--- src/rtl/bss_defs.svh ---
// constants for the buck supervisor sequencer: timing, register map, fields
// assumes a single 250 MHz clock and an AXI4-Lite register bus
`ifndef BSS_DEFS_SVH
`define BSS_DEFS_SVH

`define BSS_CLK_MHZ         250
// least times in ns, rounded up to whole cycles
`define BSS_CYC(ns)         (((ns) * `BSS_CLK_MHZ + 999) / 1000)
`define BSS_PG_DEGLITCH_NS  34000
`define BSS_START_WAIT_NS   200000
`define BSS_R2D_CONV_NS     20000

// byte addresses of the register words
`define BSS_CTRL_ADDR       8'h00
`define BSS_STAT_ADDR       8'h04
`define BSS_LIVE_ADDR       8'h08

// control word fields and reset value
`define BSS_CTRL_FFM_BIT    0
`define BSS_CTRL_RST        1'h0
// sticky status fields and reset value
`define BSS_ST_LOCK_BIT     0
`define BSS_ST_WARN_BIT     1
`define BSS_ST_HOT_BIT      2
`define BSS_ST_RSVD_BIT     3
`define BSS_ST_W            4
`define BSS_STAT_RST        4'h0

// positions of the synchronised pin inputs
`define BSS_IN_ON           0
`define BSS_IN_INPUT_UNDERVOLTAGE_LOCKOUT         1
`define BSS_IN_POR          2
`define BSS_IN_HOT          3
`define BSS_IN_WARM         4
`define BSS_IN_WIN          5
`define BSS_IN_LVL          6
`define BSS_IN_RAMP         7
`define BSS_IN_W            8

// regulation reference in mV
`define BSS_MV_W            11
`define BSS_ADJ_REF_MV      11'h258

`define BSS_RESP_OKAY       2'h0
`define BSS_RESP_SLVERR     2'h2

`endif

--- src/rtl/bss_pkg.sv ---
// types shared by the buck supervisor sequencer files
// assumes nothing beyond the constants header
package bss_pkg;

   // sequencer states, one-hot
   typedef enum logic [5:0] {
      BSS_OFF   = 6'h01,
      BSS_LOCK  = 6'h02,
      BSS_HOT   = 6'h04,
      BSS_WAIT  = 6'h08,
      BSS_SOFT  = 6'h10,
      BSS_RUN   = 6'h20
   } bss_state_e;

   typedef logic [3:0] bss_code_t;

endpackage : bss_pkg

--- src/rtl/bss_deglitch.sv ---
// symmetric deglitch filter for one level signal
// assumes input already on the clk domain
module bss_deglitch #(
   parameter int   CYC     = 8500,
   parameter logic RST_VAL = 1'b1
) (
   input  logic clk,    // system clock
   input  logic rst,    // async reset, active high
   input  logic lvlIn,  // raw level
   output logic lvlOut  // filtered level
);

   localparam int CW = $clog2(CYC + 1);

   logic [CW-1:0] cnt_r, cnt_nxt;
   logic          out_r, out_nxt;

   // output follows only after the new level held CYC cycles
   always_comb begin
      cnt_nxt = '0;
      out_nxt = out_r;
      if (lvlIn != out_r) begin
         if (cnt_r == CW'(CYC - 1)) begin
            out_nxt = lvlIn;
         end else begin
            cnt_nxt = cnt_r + CW'(1);
         end
      end
   end

   always_ff @(posedge clk or posedge rst) begin
      if (rst) begin
         cnt_r <= '0;
         out_r <= RST_VAL;
      end else begin
         cnt_r <= cnt_nxt;
         out_r <= out_nxt;
      end
   end

   assign lvlOut = out_r;

endmodule : bss_deglitch

--- src/rtl/bss_top.sv ---
// supervisor and start-up sequencer of a step-down converter
// assumes analogue comparators, strap ADC and ramp outside; AXI4-Lite regs
//
// The AXI4-Lite slave port and the placing of the registers were decided locally.
`include "bss_defs.svh"

module bss_top #(
   parameter int PG_CYC   = `BSS_CYC(`BSS_PG_DEGLITCH_NS),
   parameter int WAIT_CYC = `BSS_CYC(`BSS_START_WAIT_NS),
   parameter int R2D_CYC  = `BSS_CYC(`BSS_R2D_CONV_NS),
   parameter int AW       = 8
) (
   input  logic                 clk,            // 250 MHz clock
   input  logic                 rst,            // async reset, high
   input  logic                 turnOnPin,      // turn_on_input pin
   input  logic                 vinLockout,     // input below lockout
   input  logic                 vinBelowPor,    // input below 1.8V
   input  logic                 overheatShut,   // over shutdown limit
   input  logic                 overheatWarn,   // over warning limit
   input  logic                 outInWindow,    // output in 0.9..1.1
   input  logic                 levelSelIn,     // level_select_pin level
   input  logic                 rampDone,       // soft-start ramp ended
   input  bss_pkg::bss_code_t   r2dCode,        // strap ADC code
   output logic                 r2dSourceOn,    // strap current source
   output logic                 switchEnable,   // power stage may switch
   output logic                 softStartReq,   // start the ramp
   output logic                 dischargeOn,    // output discharge path
   output logic                 outOkOut,       // output_ok_flag data
   output logic                 outOkOe,        // output_ok_flag pulls low
   output logic                 adjustMode,     // divider reference used
   output logic [10:0]          refMv,          // regulation reference
   output logic                 fixedFreqMode,  // forced fixed frequency
   output bss_pkg::bss_state_e  stateOut,       // sequencer state
   input  logic [AW-1:0]        s_axi_awaddr,   // write address
   input  logic                 s_axi_awvalid,  // write address valid
   output logic                 s_axi_awready,  // write address ready
   input  logic [31:0]          s_axi_wdata,    // write data
   input  logic [3:0]           s_axi_wstrb,    // write strobes
   input  logic                 s_axi_wvalid,   // write data valid
   output logic                 s_axi_wready,   // write data ready
   output logic [1:0]           s_axi_bresp,    // write response
   output logic                 s_axi_bvalid,   // write response valid
   input  logic                 s_axi_bready,   // write response ready
   input  logic [AW-1:0]        s_axi_araddr,   // read address
   input  logic                 s_axi_arvalid,  // read address valid
   output logic                 s_axi_arready,  // read address ready
   output logic [31:0]          s_axi_rdata,    // read data
   output logic [1:0]           s_axi_rresp,    // read response
   output logic                 s_axi_rvalid,   // read data valid
   input  logic                 s_axi_rready    // read data ready
);
   import bss_pkg::*;

   localparam int TW = $clog2(WAIT_CYC + 1);

   // strap level decode: mV target, zero means adjustable
   function automatic logic [`BSS_MV_W-1:0] strapMv(bss_code_t c);
      unique case (c)
         4'he:    strapMv = 11'h640; // 1.60V
         4'hd:    strapMv = 11'h5dc; // 1.50V
         4'hc:    strapMv = 11'h546; // 1.35V
         4'hb:    strapMv = 11'h4b0; // 1.20V
         4'h9:    strapMv = 11'h3e8; // 1.00V
         4'h8:    strapMv = 11'h384; // 0.90V
         4'h7:    strapMv = 11'h352; // 0.85V
         4'h6:    strapMv = 11'h320; // 0.80V
         4'h5:    strapMv = 11'h2bc; // 0.70V
         4'h4:    strapMv = 11'h258; // 0.60V
         4'h3:    strapMv = 11'h1f4; // 0.50V
         4'h2:    strapMv = 11'h1c2; // 0.45V
         4'h1:    strapMv = 11'h190; // 0.40V
         default: strapMv = '0;      // 10k, 249k, reserved
      endcase
   endfunction : strapMv

   // pin synchroniser: three stages, change taken when 2nd and 3rd agree
   logic [`BSS_IN_W-1:0] s1_r, s2_r, s3_r, flt_r, flt_nxt, pinIn;
   assign pinIn = {rampDone, levelSelIn, outInWindow, overheatWarn,
                   overheatShut, vinBelowPor, vinLockout, turnOnPin};
   always_comb begin
      flt_nxt = (s2_r & ~(s2_r ^ s3_r)) | (flt_r & (s2_r ^ s3_r));
   end
   always_ff @(posedge clk or posedge rst) begin
      if (rst) begin
         s1_r  <= '0;
         s2_r  <= '0;
         s3_r  <= '0;
         flt_r <= '0;
      end else begin
         s1_r  <= pinIn;
         s2_r  <= s1_r;
         s3_r  <= s2_r;
         flt_r <= flt_nxt;
      end
   end

   logic on, input_undervoltage_lockout, por, hot, warm, win, lvl, ramp;
   assign on   = flt_r[`BSS_IN_ON];
   assign input_undervoltage_lockout = flt_r[`BSS_IN_INPUT_UNDERVOLTAGE_LOCKOUT];
   assign por  = flt_r[`BSS_IN_POR];
   assign hot  = flt_r[`BSS_IN_HOT];
   assign warm = flt_r[`BSS_IN_WARM];
   assign win  = flt_r[`BSS_IN_WIN];
   assign lvl  = flt_r[`BSS_IN_LVL];
   assign ramp = flt_r[`BSS_IN_RAMP];

   // sequencer, start timer, strap latch and power-stage controls
   bss_state_e           st_r, st_nxt;
   logic [TW-1:0]        tmr_r, tmr_nxt;
   logic                 adj_r, adj_nxt, rsv_r, rsv_nxt;
   logic [`BSS_MV_W-1:0] ref_r, ref_nxt;
   logic                 src_r, src_nxt, sw_r, sw_nxt, ss_r, ss_nxt;
   logic                 dis_r, dis_nxt, ffm_r, ffm_nxt;
   logic [`BSS_ST_W-1:0] stat_r;
   logic                 ctrlFfm_r;

   always_comb begin
      st_nxt  = st_r;
      tmr_nxt = '0;
      adj_nxt = adj_r;
      rsv_nxt = rsv_r;
      ref_nxt = ref_r;
      // a stop overrides any state, the turn-on pin first
      if (!on || por) begin
         st_nxt = BSS_OFF;
      end else if (input_undervoltage_lockout) begin
         st_nxt = BSS_LOCK;
      end else if (hot) begin
         st_nxt = BSS_HOT;
      end else begin
         unique case (st_r)
            BSS_OFF, BSS_LOCK, BSS_HOT: begin
               st_nxt = BSS_WAIT;
            end
            BSS_WAIT: begin
               tmr_nxt = tmr_r + TW'(1);
               // strap sampled at the end of its conversion time
               if (tmr_r == TW'(R2D_CYC - 1)) begin
                  adj_nxt = (strapMv(r2dCode) == '0);
                  rsv_nxt = (r2dCode == 4'ha);
                  ref_nxt = adj_nxt ? `BSS_ADJ_REF_MV
                                    : strapMv(r2dCode);
               end
               if (tmr_r == TW'(WAIT_CYC - 1)) begin
                  st_nxt = BSS_SOFT;
               end
            end
            BSS_SOFT: begin
               if (ramp) begin
                  st_nxt = BSS_RUN;
               end
            end
            BSS_RUN: begin
               st_nxt = BSS_RUN;
            end
         endcase
      end
      // source only during the conversion part of the start wait
      src_nxt = (st_nxt == BSS_WAIT) &&
                (tmr_nxt < TW'(R2D_CYC));
      sw_nxt  = (st_nxt == BSS_SOFT) || (st_nxt == BSS_RUN);
      ss_nxt  = (st_nxt == BSS_SOFT);
      dis_nxt = (st_nxt == BSS_OFF) || (st_nxt == BSS_LOCK) ||
                (st_nxt == BSS_HOT);
      // strap pin becomes a mode input only once running
      ffm_nxt = (st_nxt == BSS_RUN) && (lvl || ctrlFfm_r);
   end

   always_ff @(posedge clk or posedge rst) begin
      if (rst) begin
         st_r  <= BSS_OFF;
         tmr_r <= '0;
         adj_r <= 1'b1;
         rsv_r <= 1'b0;
         ref_r <= `BSS_ADJ_REF_MV;
         src_r <= 1'b0;
         sw_r  <= 1'b0;
         ss_r  <= 1'b0;
         dis_r <= 1'b1;
         ffm_r <= 1'b0;
      end else begin
         st_r  <= st_nxt;
         tmr_r <= tmr_nxt;
         adj_r <= adj_nxt;
         rsv_r <= rsv_nxt;
         ref_r <= ref_nxt;
         src_r <= src_nxt;
         sw_r  <= sw_nxt;
         ss_r  <= ss_nxt;
         dis_r <= dis_nxt;
         ffm_r <= ffm_nxt;
      end
   end

   // output-ok: pull low unless running in window, through the filter
   logic pullLow;
   bss_deglitch #(
      .CYC     (PG_CYC),
      .RST_VAL (1'b1)
   ) u_okFilter (
      .clk    (clk),
      .rst    (rst),
      .lvlIn  (!((st_r == BSS_RUN) && win)),
      .lvlOut (pullLow)
   );

   // AXI4-Lite slave: address and data latched apart, answered together
   logic [AW-1:0] awA_r, awA_nxt, arA;
   logic          awH_r, awH_nxt, wH_r, wH_nxt;
   logic [31:0]   wD_r, wD_nxt, rD_r, rD_nxt;
   logic          wS_r, wS_nxt;
   logic          bv_r, bv_nxt, rv_r, rv_nxt;
   logic [1:0]    br_r, br_nxt, rr_r, rr_nxt;
   logic          awr_r, awr_nxt, wr_r, wr_nxt, arr_r, arr_nxt;
   logic          wrEn, hit;

   assign arA  = s_axi_araddr;
   assign wrEn = awH_r && wH_r && !bv_r && wS_r;

   always_comb begin
      awA_nxt = awA_r;
      awH_nxt = awH_r;
      wD_nxt  = wD_r;
      wS_nxt  = wS_r;
      wH_nxt  = wH_r;
      bv_nxt  = bv_r;
      br_nxt  = br_r;
      rv_nxt  = rv_r;
      rr_nxt  = rr_r;
      rD_nxt  = rD_r;
      hit     = 1'b0;
      if (s_axi_awvalid && awr_r) begin
         awA_nxt = s_axi_awaddr;
         awH_nxt = 1'b1;
      end
      if (s_axi_wvalid && wr_r) begin
         wD_nxt = s_axi_wdata;
         wS_nxt = s_axi_wstrb[0];                     // one byte lane used
         wH_nxt = 1'b1;
      end
      if (bv_r && s_axi_bready) begin
         bv_nxt = 1'b0;
      end
      // both halves present: commit and answer
      if (awH_r && wH_r && !bv_r) begin
         hit    = (awA_r[7:0] == `BSS_CTRL_ADDR) ||
                  (awA_r[7:0] == `BSS_STAT_ADDR) ||
                  (awA_r[7:0] == `BSS_LIVE_ADDR);
         bv_nxt  = 1'b1;
         br_nxt  = hit ? `BSS_RESP_OKAY : `BSS_RESP_SLVERR;
         awH_nxt = 1'b0;
         wH_nxt  = 1'b0;
      end
      if (rv_r && s_axi_rready) begin
         rv_nxt = 1'b0;
      end
      if (s_axi_arvalid && arr_r) begin
         rv_nxt = 1'b1;
         rr_nxt = `BSS_RESP_OKAY;
         unique case (arA[7:0])
            `BSS_CTRL_ADDR: rD_nxt = {31'h0, ctrlFfm_r};
            `BSS_STAT_ADDR: rD_nxt = {28'h0, stat_r};
            `BSS_LIVE_ADDR: rD_nxt = {11'h0, ref_r, rsv_r, adj_r, ffm_r,
                                       dis_r, st_r};
            default: begin
               rD_nxt = 32'h0;
               rr_nxt = `BSS_RESP_SLVERR;
            end
         endcase
      end
      awr_nxt = !awH_nxt && !bv_nxt;
      wr_nxt  = !wH_nxt && !bv_nxt;
      arr_nxt = !rv_nxt;
   end

   always_ff @(posedge clk or posedge rst) begin
      if (rst) begin
         awA_r <= '0;
         awH_r <= 1'b0;
         wD_r  <= 32'h0;
         wS_r  <= 1'b0;
         wH_r  <= 1'b0;
         bv_r  <= 1'b0;
         br_r  <= `BSS_RESP_OKAY;
         rv_r  <= 1'b0;
         rr_r  <= `BSS_RESP_OKAY;
         rD_r  <= 32'h0;
         awr_r <= 1'b0;
         wr_r  <= 1'b0;
         arr_r <= 1'b0;
      end else begin
         awA_r <= awA_nxt;
         awH_r <= awH_nxt;
         wD_r  <= wD_nxt;
         wS_r  <= wS_nxt;
         wH_r  <= wH_nxt;
         bv_r  <= bv_nxt;
         br_r  <= br_nxt;
         rv_r  <= rv_nxt;
         rr_r  <= rr_nxt;
         rD_r  <= rD_nxt;
         awr_r <= awr_nxt;
         wr_r  <= wr_nxt;
         arr_r <= arr_nxt;
      end
   end

   // control and sticky status; brown-out and turn-off wipe them
   logic                 onPrev_r, onPrev_nxt, regWipe;
   logic                 ctrlFfm_nxt;
   logic [`BSS_ST_W-1:0] stat_nxt, stSet, stClr;
   assign regWipe = por || (onPrev_r && !on);
   always_comb begin
      onPrev_nxt  = on;
      ctrlFfm_nxt = ctrlFfm_r;
      stSet = '0;
      stSet[`BSS_ST_LOCK_BIT] = input_undervoltage_lockout;
      stSet[`BSS_ST_WARN_BIT] = warm;
      stSet[`BSS_ST_HOT_BIT]  = hot;
      stSet[`BSS_ST_RSVD_BIT] = rsv_r;
      stClr = '0;
      if (wrEn && awA_r[7:0] == `BSS_CTRL_ADDR) begin
         ctrlFfm_nxt = wD_r[`BSS_CTRL_FFM_BIT];
      end
      if (wrEn && awA_r[7:0] == `BSS_STAT_ADDR) begin
         stClr = wD_r[`BSS_ST_W-1:0];                  // write one to clear
      end
      // a new event wins over a clear in the same cycle
      stat_nxt = (stat_r & ~stClr) | stSet;
      // thermal shutdown itself never wipes the registers
      if (regWipe) begin
         ctrlFfm_nxt = `BSS_CTRL_RST;
         stat_nxt    = `BSS_STAT_RST;
      end
   end

   always_ff @(posedge clk or posedge rst) begin
      if (rst) begin
         onPrev_r  <= 1'b0;
         ctrlFfm_r <= `BSS_CTRL_RST;
         stat_r    <= `BSS_STAT_RST;
      end else begin
         onPrev_r  <= onPrev_nxt;
         ctrlFfm_r <= ctrlFfm_nxt;
         stat_r    <= stat_nxt;
      end
   end

   // every output straight from a flip-flop, except outOkOut tied to 0
   assign r2dSourceOn   = src_r;
   assign switchEnable  = sw_r;
   assign softStartReq  = ss_r;
   assign dischargeOn   = dis_r;
   assign outOkOut      = 1'b0;                        // open drain: only low
   assign outOkOe       = pullLow;
   assign adjustMode    = adj_r;
   assign refMv         = ref_r;
   assign fixedFreqMode = ffm_r;
   assign stateOut      = st_r;
   assign s_axi_awready = awr_r;
   assign s_axi_wready  = wr_r;
   assign s_axi_bresp   = br_r;
   assign s_axi_bvalid  = bv_r;
   assign s_axi_arready = arr_r;
   assign s_axi_rdata   = rD_r;
   assign s_axi_rresp   = rr_r;
   assign s_axi_rvalid  = rv_r;

endmodule : bss_top

--- config.mk ---
export PLATFORM = sky130hd
export DESIGN_NAME = bss_top
export DESIGN_NICKNAME = d
export VERILOG_FILES = /design/src/rtl/bss_pkg.sv /design/src/rtl/bss_deglitch.sv /design/src/rtl/bss_top.sv
export VERILOG_INCLUDE_DIRS = /design/src /design/src/rtl
export SDC_FILE = /design/constraint.sdc
export NUM_CORES = 1
export LEC_CHECK = 0
export BUFFER_PORTS_ARGS = -buffer_cell sky130_fd_sc_hd__buf_2
export CORE_UTILIZATION = 41
export CTS_BUF_LIST = sky130_fd_sc_hd__clkbuf_8
export CTS_CLUSTER_DIAMETER = 30
export DETAILED_ROUTE_END_ITERATION = 10
export SLEW_MARGIN = 10
export SYNTH_ARGS = -nofsm -noshare
export SYNTH_HDL_FRONTEND = slang
export SYNTH_SLANG_ARGS = --single-unit
--- constraint.sdc ---
create_clock -name clk -period 6.05 [get_ports clk]
set_input_delay 0.9075 -clock clk [delete_from_list [all_inputs] [get_ports clk]]
set_output_delay 0.9075 -clock clk [all_outputs]
set_load 0.02 [all_outputs]
# Word level (Yosys, flattened, before mapping)
# Memories as Yosys holds them, arrays and structs flattened.
# Cells that the tools add are included.
word_totals:
  register_bits: 149
  romBits: 320
  input_bits: 71
  output_inout_bits: 66
  n_memories: 2
memory_table:
  columns: ["name", "depth", "word_bits", "read_ports", "rd_ports_with_merged_regs", "wr", "line", "rtl"]
  rows:
  - ["(name not given)", 16, 10, 1, 0, 0, "bss_top.sv:58", "unique case (c)"]
  - ["(name not given)", 16, 10, 1, 0, 0, "bss_top.sv:58", null]
classes:
  addsub: 2
  n_lt_le_gt_ge: 1
  n_eq_ne: 21
  muxes: 33
  bitwise: 11
  reduce_logical: 39
op_table:
  columns: ["cell", "count"]
  rows:
  - ["$mux W11", 6]
  - ["$mux W16", 4]
  - ["$pmux W21 S3", 1]
  - ["$mux W6", 5]
  - ["$mux W14", 2]
  - ["$pmux W6 S4", 1]
  - ["$add A16 B1 Y16 const B", 1]
  - ["$and A8 B8 Y8", 2]
  - ["$eq A16 B13 Y1 const B", 1]
  - ["$eq A16 B16 Y1 const B", 1]
  - ["$eq A8 B3 Y1 const B", 2]
  - ["$eq A8 B4 Y1 const B", 2]
  - ["$logic_and A1 B1 Y1", 16]
  - ["$logic_not A8 Y1", 2]
  - ["$lt A16 B13 Y1 const B", 1]
  - ["$add A14 B1 Y14 const B", 1]
  - ["$eq A14 B14 Y1 const B", 1]
  - ["$eq A6 B1 Y1 const B", 2]
  - ["$eq A6 B2 Y1 const B", 2]
  - ["$eq A6 B3 Y1 const B", 2]
  - ["$eq A6 B4 Y1 const B", 2]
  - ["$eq A6 B5 Y1 const B", 2]
  - ["$eq A6 B6 Y1 const B", 2]
  - ["$logic_not A11 Y1", 1]
  - ["other kinds (18)", 45]

# Longest topological paths before layout
depth:
  word_depth: 9
  mapped_depth: 9
  depth_no_buf: 8

# Hierarchy
# From an unflattened synthesis, not the netlist that was laid out.
hier_totals:
  cells_unflattened: 498
  hier_area_um2: 5828.1
by_module_without_submodules:
  columns: ["module", "instances", "cells_each", "area_each_um2"]
  rows:
  - ["bss_top", 1, 425, 5063.6]
  - ["bss_deglitch", 1, 73, 764.5]

# Worst setup path before layout
# No wires, ideal clock.
synth_timing:
  kind: "input to register"
  start: "input port r2dCode[0]"
  end: "register ref_r[4], in the netlist refMv[4]"
  setup_time_ns: 0.077
  arrival_time_ns: 2.669
  path_slack_ns: 3.304
  stages: 8
  path_buffers: 1
  cell_sequence: "clkbuf_1 inv_1 ha_1 mux4_2 or3_4 nor4_4 nor3_2 a31oi_1"
synth_via:
  elab_chain_len: 8
synth_lines:
  columns: ["item", "line", "rtl"]
  rows:
  - ["start: declaration", "bss_top.sv:23", "input bss_pkg::bss_code_t r2dCode,"]
  - ["$mem_v2 Z16 W10", null, null]
  - ["$mux W11", "bss_top.sv:138", "if (tmr_r == TW'(R2D_CYC - 1)) begin"]
  - ["$mux W11", "bss_top.sv:131", "unique case (st_r)"]
  - ["$mux W11", "bss_top.sv:128", "end else if (hot) begin"]
  - ["$mux W11", "bss_top.sv:126", "end else if (input_undervoltage_lockout) begin"]
  - ["$mux W11", "bss_top.sv:124", "if (!on || por) begin"]
  - ["$logic_not A11 Y1", "bss_top.sv:139", "adj_nxt = (strapMv(r2dCode) == '0);"]
  - ["$mux W11 (*)", "bss_top.sv:141", "ref_nxt = adj_nxt ? `BSS_ADJ_REF_MV"]
  - ["end signal: assignment", "bss_top.sv:175", "ref_r <= `BSS_ADJ_REF_MV;"]
  - ["end signal: assignment", "bss_top.sv:186", "ref_r <= ref_nxt;"]
  - ["end: declaration", "bss_top.sv:111", "logic [`BSS_MV_W-1:0] ref_r, ref_nxt;"]
# Every way passes the cells marked *; elsewhere a longest branch is shown, timed or not. The select of a mux whose other input is x is not followed.
# A chain may end at the register's enable or synchronous reset.

==> results.json <==
{
  "outcome": "finished clean",
  "ys_seq_elements": 134,
  "ir_drop_mv": 0.1673,
  "antenna_found_initial": 0,
  "fin_ws_ps": 3289,
  "path_clk_slew_ps": 80,
  "cts_num_sinks": 134,
  "vias_per_cell": 5.068,
  "core_um2": 13880,
  "cpPeakStageDelay_ps": 680,
  "num_antenna_cells": 0,
  "slew_headroom": 0.2008,
  "syn_inst": 511,
  "design_area_um2": 6721,
  "syn_area_per_cell_um2": 11.39,
  "drtIter0Drc": 206,
  "placementRows": 43,
  "grt_pass1_wl_um": 19530,
  "gp_congestion": 0.8591,
  "async_flop_share": 1.000,
  "required_ps": 6370,
  "finClkSkew_ps": 7.537,
  "path_class": "register to register",
  "fin_nets": 681,
  "finalMaxSlewViolations": 0,
  "wl_um": 11790,
  "syn2layout_area_growth_pct": 15.45,
  "leakage_nw": 3.015,
  "synth_area_leaders": "dfrtp_1 54%, dfstp_2 3.6%, mux2_2 3.5%",
  "cts.repair.resized": 0,
  "rsz0062_at_grt": "false",
  "cts_max_level": 4,
  "cts_buffers": 17,
  "min_path_type": "register to register",
  "slowest_stage": "nor2_2",
  "synth_top_area_cell": "dfrtp_1",
  "yosys-top-cells-count": "126 x dfrtp_1, 51 x nor2_1, 28 x nand2_1, 25 x a21oi_1, 23 x nand3_1",
  "p_per_area_nw_per_um2": 292.6,
  "cts_tree": "yes",
  "start_kind": "register",
  "ys_warn_count": 0,
  "fp.dieW_um": 121.2,
  "fin_util": 0.4842,
  "period_minus_slack_ps": 2761,
  "holdBufCountCts": 0,
  "cts_setup_buffers": 0,
  "drive_above_1_share": 0.2606,
  "synth.top_cell.area_share": 0.5416,
  "wire_per_inst_um": 14.84,
  "port_buffers": 89,
  "drtAntennaViolNets": 0,
  "die_y_um": 121.2,
  "cp.arrival_ps": 3080,
  "grt_max_degree": 76,
  "min_period_over_period": 0.4563,
  "grt_pass1_vias": 3887,
  "cts_buffer_depth": 2,
  "maxCapViolations": 0,
  "cp_max_fo": 21,
  "synth_edf_count": 0,
  "ys_seq_area_frac": 0.5777,
  "vias": 4024,
  "synthDistinctLibCells": 61,
  "place_area_um2": 6355,
  "synth.cell_area_um2": 5822,
  "synth_most_common_cell": "dfrtp_1",
  "setup_violations": 0,
  "max_freq_ghz": 0.3622,
  "grt.overflow.total": 0,
  "clk_latency_ps": 440,
  "grtUsageTotal": 0.1748,
  "pin_count": 137,
  "crit_path_cell_trace": "nor4b_2 > nand2_1 > nor2_2 > mux2_2",
  "synth_ff_type": "dfrtp_1",
  "fin_setup_tns_ps": 0,
  "hold_slack_ps": 345.6,
  "root_buffer": "clkbuf_8",
  "critPathCaptureType": "register",
  "hold_viol_final": 0,
  "dpl.hpwl_um": 8314,
  "drcViolationCount": 0,
  "design.die.area_um2": 14680,
  "tightest_slew_ps": 1194,
  "pre_cts_slack_ps": 2918,
  "dr.pass1.iters": 4,
  "start_util": 0.4194
}
-- kinds of logic (layout without fill, tap and decap cells) --
| family | Yosys count | after routing | share of synthesized area |
|---|---|---|---|
| and+or+nand+nor | 174 | 174 | 0.1577 |
| other | 1 | 16 | 0.0006441 |
| DFF | 134 | 134 | 0.5777 |
| AOI/OAI and AO/OA | 90 | 90 | 0.1040 |
| xor gates and xnor gates | 26 | 26 | 0.03911 |
| buffers and inverters | 47 | 135 | 0.04384 |
| adders and majority gates | 17 | 17 | 0.03310 |
| muxes | 22 | 22 | 0.04384 |
-- area by class of cell --
type | count | area (um2)
clock buffers | 17 | 234.0
clock inverters | 15 | 132.6
fillers | 1293 | 7159
inverters | 13 | 53.80
multi-input cells | 345 | 2260
flip-flops and latches | 134 | 3363
well taps | 180 | 225.2
repair buffers | 90 | 452.9
-- final timing paths --
path                            slack [ps]               from                    endpoint  cells after the start
worst max-delay path                  3290           register        refMv[8]$_DFFE_PP0P_                      4
worst min-delay path                   350  s1_r[4]$_DFF_PP0_           s2_r[4]$_DFF_PP0_                      0
worst max register to register        3290           register        refMv[8]$_DFFE_PP0P_                      4
worst min register to register         350  s1_r[4]$_DFF_PP0_           s2_r[4]$_DFF_PP0_                      0
max in group asynchronous             4050                rst  asynchronous set/reset pin                      3
min in group asynchronous              610                rst     s_axi_arready$_DFF_PP0_                      2
-- per-layer routing --
metal,up-vias,track usage,share of wire
met5,-,0,0
met4,0,0.06404,0.0089
met3,8,0.05686,0.047
met2,98,0.2707,0.48
met1,1966,0.2284,0.46
li1,1952,-,-
-- per-stage QoR --
| step | total power, W | cells |
|---|---|---|
| after global placement | 0.001289 | 762 |
| final | 0.001967 | 794 |
| after global routing | 0.002075 | 794 |
| after CTS | 0.001997 | 794 |
| after detailed placement | 0.001305 | 762 |
| after floorplan | 0.001231 | 526 |
-- flip-flops by register name (all words and copies together), names as in the netlist, 4 cells and up, named ones only --
signal            flops
s_axi_rdata          20
awA_r                 8
s3_r                  8
tmr_r                16
wD_r                  4
u_okFilter.cnt_r     14
stat_r                4
refMv                10
s1_r                  8
stateOut              6
s2_r                  8
-- critical path, delay by kind of cell (launching register included) --
| family | cells | cell delay [ps] |
|---|---|---|
| flops | 1 | 450 |
| mux | 1 | 400 |
| simple gates | 3 | 1800 |
-- power breakdown --
part,internal [W],switching [W]
clock,0.000327,0.000356
sequential,0.000987,0.0000569
combinational,0.000105,0.000136
-- layout by cell type, fill, tap and decap left out, types with 6 or more instances in the layout --
| master | netlist | final |
|---|---|---|
| maj3_1 | 8 | 8 |
| nand4_1 | 8 | 8 |
| dfstp_2 | 8 | 8 |
| dfrtp_1 | 126 | 126 |
| o21ai_0 | 15 | 15 |
| xor2_1 | 9 | 9 |
| a22o_1 | 16 | 16 |
| inv_1 | 12 | 12 |
| buf_2 | 7 | 89 |
| ha_1 | 9 | 9 |
| nand3_1 | 23 | 23 |
| o31ai_1 | 7 | 7 |
| a21oi_1 | 25 | 25 |
| xnor2_1 | 17 | 17 |
| nor2b_1 | 10 | 10 |
| nor2_1 | 51 | 51 |
| nor4_1 | 9 | 9 |
| nor3_1 | 7 | 7 |
| mux2_2 | 18 | 18 |
| conb_1 | 1 | 16 |
| nand2b_1 | 6 | 6 |
| clkbuf_8 | 0 | 17 |
| nand2_1 | 28 | 28 |
(Power assumes the default switching activity.)
